===== src/adcss_pkg.sv =====
package adcss_pkg;
   // Widths
   localparam int unsigned RES_W     = 12;
   localparam int unsigned CNT_W     = 5;
   // Falling-edge counts after the start bit
   localparam logic [4:0]  FALL_MODE  = 5'h01;
   localparam logic [4:0]  FALL_ODD   = 5'h02;
   localparam logic [4:0]  FALL_ORDER = 5'h03;
   localparam logic [4:0]  FALL_HOLD  = 5'h04;
   localparam logic [4:0]  CONV_CYC   = 5'h0C;
   localparam logic [4:0]  FALL_END   = 5'h10;
   localparam logic [4:0]  FALL_LSBL  = 5'h1B;
   localparam logic [4:0]  CNT_MAX    = 5'h1F;
   // Reset values
   localparam logic [4:0]  CNT_RST    = 5'h00;
   localparam logic [11:0] RES_RST    = 12'h000;
   typedef enum logic [2:0] {ST_OFF, ST_WAIT_START, ST_CONFIG, ST_CONVERT, ST_SHUTDOWN} adcss_state_t;
endpackage


===== src/adcss_seq.sv =====
`timescale 1ns/1ps
module adcss_seq (
   // Clock and reset
   input  wire logic                         clk,
   input  wire logic                         rst_n,
   // Serial link pins
   input  wire logic                         cs_n,
   input  wire logic                         sclk,
   input  wire logic                         din,
   output logic                              dout_o,
   output logic                              dout_oe,
   // Analog core
   input  wire logic [adcss_pkg::RES_W-1:0]  conv_result,
   output logic                              active_o,
   output logic                              sample_window,
   output logic                              hold_o,
   output logic                              converting_o,
   output logic                              bias_on_o,
   output logic                              ref_hiz_o,
   // Captured configuration
   output logic                              input_mode_sel,
   output logic                              odd_sign_sel,
   output logic                              bit_order_sel
);
   import adcss_pkg::*;

   // Two-flop synchronisers; sclk edges found on the clk side
   logic         cs_m_r, cs_s_r, sclk_m_r, sclk_s_r, sclk_d_r, din_m_r, din_s_r;
   logic [4:0]   fall_cnt_r;
   logic [11:0]  res_r;
   adcss_state_t state_r, state_nxt;

   always_ff @(posedge clk) begin
      if (!rst_n) begin
         cs_m_r   <= 1'b1;
         cs_s_r   <= 1'b1;
         sclk_m_r <= 1'b0;
         sclk_s_r <= 1'b0;
         sclk_d_r <= 1'b0;
         din_m_r  <= 1'b0;
         din_s_r  <= 1'b0;
      end else begin
         cs_m_r   <= cs_n;
         cs_s_r   <= cs_m_r;
         sclk_m_r <= sclk;
         sclk_s_r <= sclk_m_r;
         sclk_d_r <= sclk_s_r;
         din_m_r  <= din;
         din_s_r  <= din_m_r;
      end
   end

   wire sck_rise = sclk_s_r & ~sclk_d_r;
   wire sck_fall = ~sclk_s_r & sclk_d_r;
   // Chip select high gates every edge off
   wire run      = ~cs_s_r;
   wire rise_run = run & sck_rise;
   wire fall_run = run & sck_fall;
   wire counting = (state_r == ST_CONFIG) | (state_r == ST_CONVERT) | (state_r == ST_SHUTDOWN);
   // Count saturates so zero padding runs on with any number of clocks
   wire cnt_step = fall_run & counting & (fall_cnt_r != CNT_MAX);
   wire [4:0] fall_cnt_nxt = cnt_step ? fall_cnt_r + 5'h01 : fall_cnt_r;
   // Configuration captured on rising edges, one bit per fall count
   wire cap_mode  = rise_run & (state_r == ST_CONFIG) & (fall_cnt_r == FALL_MODE);
   wire cap_odd   = rise_run & (state_r == ST_CONFIG) & (fall_cnt_r == FALL_ODD);
   wire cap_order = rise_run & (state_r == ST_CONFIG) & (fall_cnt_r == FALL_ORDER);
   wire hold_go   = fall_run & (state_r == ST_CONFIG) & (fall_cnt_r == FALL_ORDER);
   wire conv_end  = fall_run & (state_r == ST_CONVERT) & (fall_cnt_r == FALL_END - 5'h01);
   wire start_bit = rise_run & (state_r == ST_WAIT_START) & din_s_r;

   // Output bit for the fall count just reached
   wire [3:0] msb_idx = 4'(FALL_END - fall_cnt_nxt);
   wire [3:0] lsb_idx = 4'(fall_cnt_nxt - FALL_END);
   wire in_msb = (fall_cnt_nxt > FALL_HOLD) & (fall_cnt_nxt <= FALL_END);
   wire in_lsb = ~bit_order_sel & (fall_cnt_nxt > FALL_END) & (fall_cnt_nxt <= FALL_LSBL);
   wire [11:0] res_use = hold_go ? conv_result : res_r;
   wire bit_nxt = in_msb ? res_use[msb_idx] : (in_lsb ? res_use[lsb_idx] : 1'b0);

   always_comb begin
      state_nxt = state_r;
      case (state_r)
         ST_OFF:        if (run) state_nxt = ST_WAIT_START;
         ST_WAIT_START: if (start_bit) state_nxt = ST_CONFIG;
         ST_CONFIG:     if (hold_go) state_nxt = ST_CONVERT;
         ST_CONVERT:    if (conv_end) state_nxt = ST_SHUTDOWN;
         ST_SHUTDOWN:   state_nxt = ST_SHUTDOWN;                   // Later din ignored
         default:       state_nxt = ST_OFF;
      endcase
      if (!run) state_nxt = ST_OFF;
   end

   always_ff @(posedge clk) begin
      if (!rst_n || !run) begin
         state_r        <= ST_OFF;
         fall_cnt_r     <= CNT_RST;
         res_r          <= RES_RST;
         dout_o         <= 1'b0;
         dout_oe        <= 1'b0;
         sample_window  <= 1'b0;
         hold_o         <= 1'b0;
         converting_o   <= 1'b0;
         bias_on_o      <= 1'b0;
         ref_hiz_o      <= 1'b1;
         input_mode_sel <= 1'b0;
         odd_sign_sel   <= 1'b0;
         bit_order_sel  <= 1'b0;
         active_o       <= 1'b0;
      end else begin
         state_r    <= state_nxt;
         fall_cnt_r <= fall_cnt_nxt;
         active_o   <= 1'b1;
         if (state_r == ST_OFF) begin
            bias_on_o <= 1'b1;
            ref_hiz_o <= 1'b0;
         end
         if (cap_mode) input_mode_sel <= din_s_r;
         if (cap_odd) odd_sign_sel <= din_s_r;
         if (cap_odd) sample_window <= 1'b1;
         if (cap_order) bit_order_sel <= din_s_r;
         if (hold_go) begin
            // Result taken at hold; analog core must settle it by then
            res_r         <= conv_result;
            sample_window <= 1'b0;
            hold_o        <= 1'b1;
            converting_o  <= 1'b1;
            dout_oe       <= 1'b1;
         end
         if (conv_end) begin
            converting_o <= 1'b0;
            bias_on_o    <= 1'b0;
            ref_hiz_o    <= 1'b1;
         end
         // Launch on falling edges only; null bit then data
         if (fall_run && (hold_go || state_r == ST_CONVERT || state_r == ST_SHUTDOWN)) dout_o <= bit_nxt;
      end
   end

   // Edge count while sampling, for the window length check only
   logic [1:0]   win_edges_r;

   always_ff @(posedge clk) begin
      if (!rst_n || !sample_window) begin
         win_edges_r <= 2'h0;
      end else if (rise_run || fall_run) begin
         win_edges_r <= win_edges_r + 2'h1;
      end
   end
endmodule

===== config.mk =====
export PLATFORM = sky130hd
export DESIGN_NAME = adcss_seq
export DESIGN_NICKNAME = d
export VERILOG_FILES = /design/src/adcss_pkg.sv /design/src/adcss_seq.sv
export SDC_FILE = /design/constraint.sdc
export NUM_CORES = 1
export LEC_CHECK = 0
export ABC_AREA = 1
export CORE_UTILIZATION = 50
export DETAILED_ROUTE_END_ITERATION = 6
export DONT_BUFFER_PORTS = 1
export HOLD_SLACK_MARGIN = 0.08
export PLACE_DENSITY = 0.66
export SYNTH_ARGS = -nofsm -noshare
export SYNTH_HDL_FRONTEND = slang
export SYNTH_SLANG_ARGS = --single-unit

===== constraint.sdc =====
create_clock -name clk -period 6 [get_ports clk]
set_input_delay 1.2 -clock clk [delete_from_list [all_inputs] [get_ports clk]]
set_output_delay 1.2 -clock clk [all_outputs]
set_load 0.01 [all_outputs]

==> flow_summary.yaml <==
detailed_routing:
  first_pass_iters: 4
  wire_per_inst_microns: 12.1
  num_vias: 1638
  routed_wl_microns: 4020
  detail-route-antenna-nets: 0
  drt_iter0_drc: 77
  vias_per_cell: 4.93
  post-route-drc-count: 0
sta:
  period_needed_ps: 2700
  tns_ps: 0
  fmax_ghz: 0.370
  tightest_slew_ps: 711
  hold_viol: 0
  setup_viol: 0
  whs_ps: 400
  maxSlewViolCount: 0
  fin_crit_sh: 0.451
  maxSlewHeadroom: 0.525
  fin_worst_skew_ps: 7.97
  rsz0062_at_grt: "no"
setup_path:
  critPathRequiredTime_ps: 6200
  crit_path_start_kind: "flip-flop"
  ff2ff_setup_slack_ps: 3300
  worstPathMaxFanout: 11
  reg2reg_from: "fall_cnt_r[1]"
  critPathMaxStageDelay_ps: 420
  timing.rr.end: "dout_o"
  crit_buf_inv: 3
  crit_arrival_ps: 2900
  cp_top_family: "simple AND/OR/NAND/NOR gates"
  critPathKind: "flip-flop to flip-flop"
  slowest_stage: "dfxtp_1"
  cp_cell_sequence: "ha_1, inv_1, nor2_1, ha_1, nor2_4, nand2_4, nand2_1, nand2_1, ha_1, inv_1, nand3_1, nand3_1, nand3_1, nand3_1, nand3_1, nand2_1, inv_1"
  end_kind: "flip-flop"
  r2r_cells: 17
  cp_common_cell: "nand3_1"
synth:
  syn_inst: 283
  synthTopCellsByCount: "75 x nand2_1, 40 x inv_1, 37 x dfxtp_1"
  yosys_warnings: 0
  synth.most_common_cell: "nand2_1"
  ys_async_sr_fraction: 0
  synth-main-ff-cell: "dfxtp_1"
  syn_area_per_cell_sq_um: 7.15
  synth.distinct_cells: 33
  synth_top_cell_area_share: 0.366
  synth-seq-area-share: 0.366
  syn_area_sq_mm: 0.00202
  syn_nets: 306
  synth.area.top_cells: "dfxtp_1 37%, nand2_1 14%, inv_1 7.4%"
  yosysTopAreaCell: "dfxtp_1"
  ys_ff_latch: 37
  synth_edf_count: 0
place:
  dp_cells: 325
  post-dp-hpwl_microns: 3060
  gp_congestion: 0.918
  port_buffers: 0
global_route:
  grt-ovfl-total: 0
  grt_max_degree: 22
  grt_antenna_before_repair: 0
  grt_util_all_layers: 0.209
  grt_pass1_wl_microns: 6690
  grt_pass1_vias: 1502
floorplanning:
  placementRows: 22
  start_util: 0.537
  io_pins: 28
  die_h_microns: 65.6
  die_w_microns: 65.6
  core_sq_mm: 0.00377
  die_area_sq_mm: 0.00431
status:
  status: "finished clean"
layout:
  area_growth_syn_to_layout_pct: 5.19
  drive_gt1_frac: 0.137
  biggestRegsByFlops: "res_r x12, fall_cnt_r x5, state_r x3"
  largest-register: "res_r"
  largest_register_ffs: 12
  antenna_cells: 0
  instances_no_fill: 332
  fin_nets: 307
min_path:
  worst_hold_path_type: "flip-flop to flip-flop"
  hold_depth: 2
  whs_endpoint: "cs_s_r"
  hold_path.startpoint: "cs_m_r"
clock_tree:
  cts_tree: "built"
  ctsHoldBuffers: 0
  postCtsSetupRepairBufs: 0
  clock_latency_ps: 300
  cts_resized: 0
  numClockSinks: 37
  clk_pin_slew_ps: 70
  htreeDepth: 2
  root_buffer: "clkbuf_8"
  clockBufferDepth: 2
  cts_inserted_buffers: 5
power_and_ir_drop:
  pwr_density_cell_mw_per_mm2: 203
  p_leak_nw: 1.11
  fin_total_pwr_mw: 0.431
  ir_drop_mv: 0.160
job:
  maxCapViolations: 0
-- cell usage in the layout (no fill, tap or decap) --
master / instances
clkbuf_1: 1
o221a_2: 1
a21o_1: 1
o21ai_2: 3
nand2_2: 9
inv_1: 40
nor2_2: 2
nor3_1: 4
nand3_4: 3
nand2_1: 75
nor3_4: 1
a22oi_1: 1
a21oi_1: 10
inv_2: 5
o21ai_0: 7
clkbuf_8: 6
nor2_8: 1
nor2_1: 25
dfxtp_1: 37
a311oi_1: 1
o31ai_1: 1
nand2_4: 3
nor2_4: 3
nand3_2: 2
and2_1: 1
nand4_1: 1
xor2_1: 2
nand3_1: 27
ha_1: 6
nand3b_1: 3
o311ai_0: 1
o211ai_1: 1
-- power breakdown --
| part | internal (mW) | switching, mW |
|---|---|---|
| clock | 0.0910 | 0.0827 |
| combinational | 0.00242 | 0.00517 |
| sequential | 0.248 | 0.00168 |
| total | 0.342 | 0.0896 |
-- through the flow --
stage          area, sq um   util  worst slack [ps]
3_3_place_gp          2040  0.542              3450
5_1_grt               2130  0.565              3100
6_report              2130  0.565              3300
3_5_place_dp          2040  0.542              3310
2_1_floorplan         2020      -              3640
4_1_cts               2130  0.565              3300
-- how the worst max path moves through the flow --
| stage | from | end | slack [ps] | cells after the start |
|---|---|---|---|---|
| 2_1_floorplan | fall_cnt_r[0] | dout_o | 3640 | 18 |
| 3_3_place_gp | fall_cnt_r[0] | dout_o | 3450 | 17 |
| 3_5_place_dp | fall_cnt_r[0] | dout_o | 3310 | 17 |
| 4_1_cts | fall_cnt_r[0] | dout_o | 3300 | 17 |
| 5_1_grt | fall_cnt_r[0] | dout_o | 3100 | 17 |
| 6_report | fall_cnt_r[1] | dout_o | 3300 | 17 |
-- layer usage --
metal  vias to the layer above  track usage  part of all wire
met2                        36        0.325              0.44
met5                         -            0                 0
met1                       709        0.270              0.49
li1                        885            -                 -
met3                         8       0.0469             0.051
met4                         0       0.0978             0.019
-- cells by family after synthesis --
logic type,after synthesis,synth area share
AND/OR/NAND/NOR,160,0.400
XOR/XNOR,2,0.00865
flip-flops,37,0.366
adder cells (fa/ha/maj),6,0.0371
AO/OA/AOI/OAI,27,0.0841
buffers and inverters,51,0.104
-- worst reg2reg max path, stage by stage (launching register included) --
cell     delay [ps]
dfxtp_1         420
ha_1            280
inv_1            60
nor2_1          180
ha_1            230
nor2_4           80
nand2_4         120
nand2_1          60
nand2_1         280
ha_1            340
inv_1           110
nand3_1          80
nand3_1          80
nand3_1          70
nand3_1          70
nand3_1          60
nand2_1          60
inv_1            30
-- area by class of cell --
type,instances,area (sq um)
clock buffers,7,86.3
inverters,45,169
fillers,375,1640
flip-flops and latches,37,741
multi-input cells,195,1070
well taps,48,60.1
(Power assumes the default switching activity.)
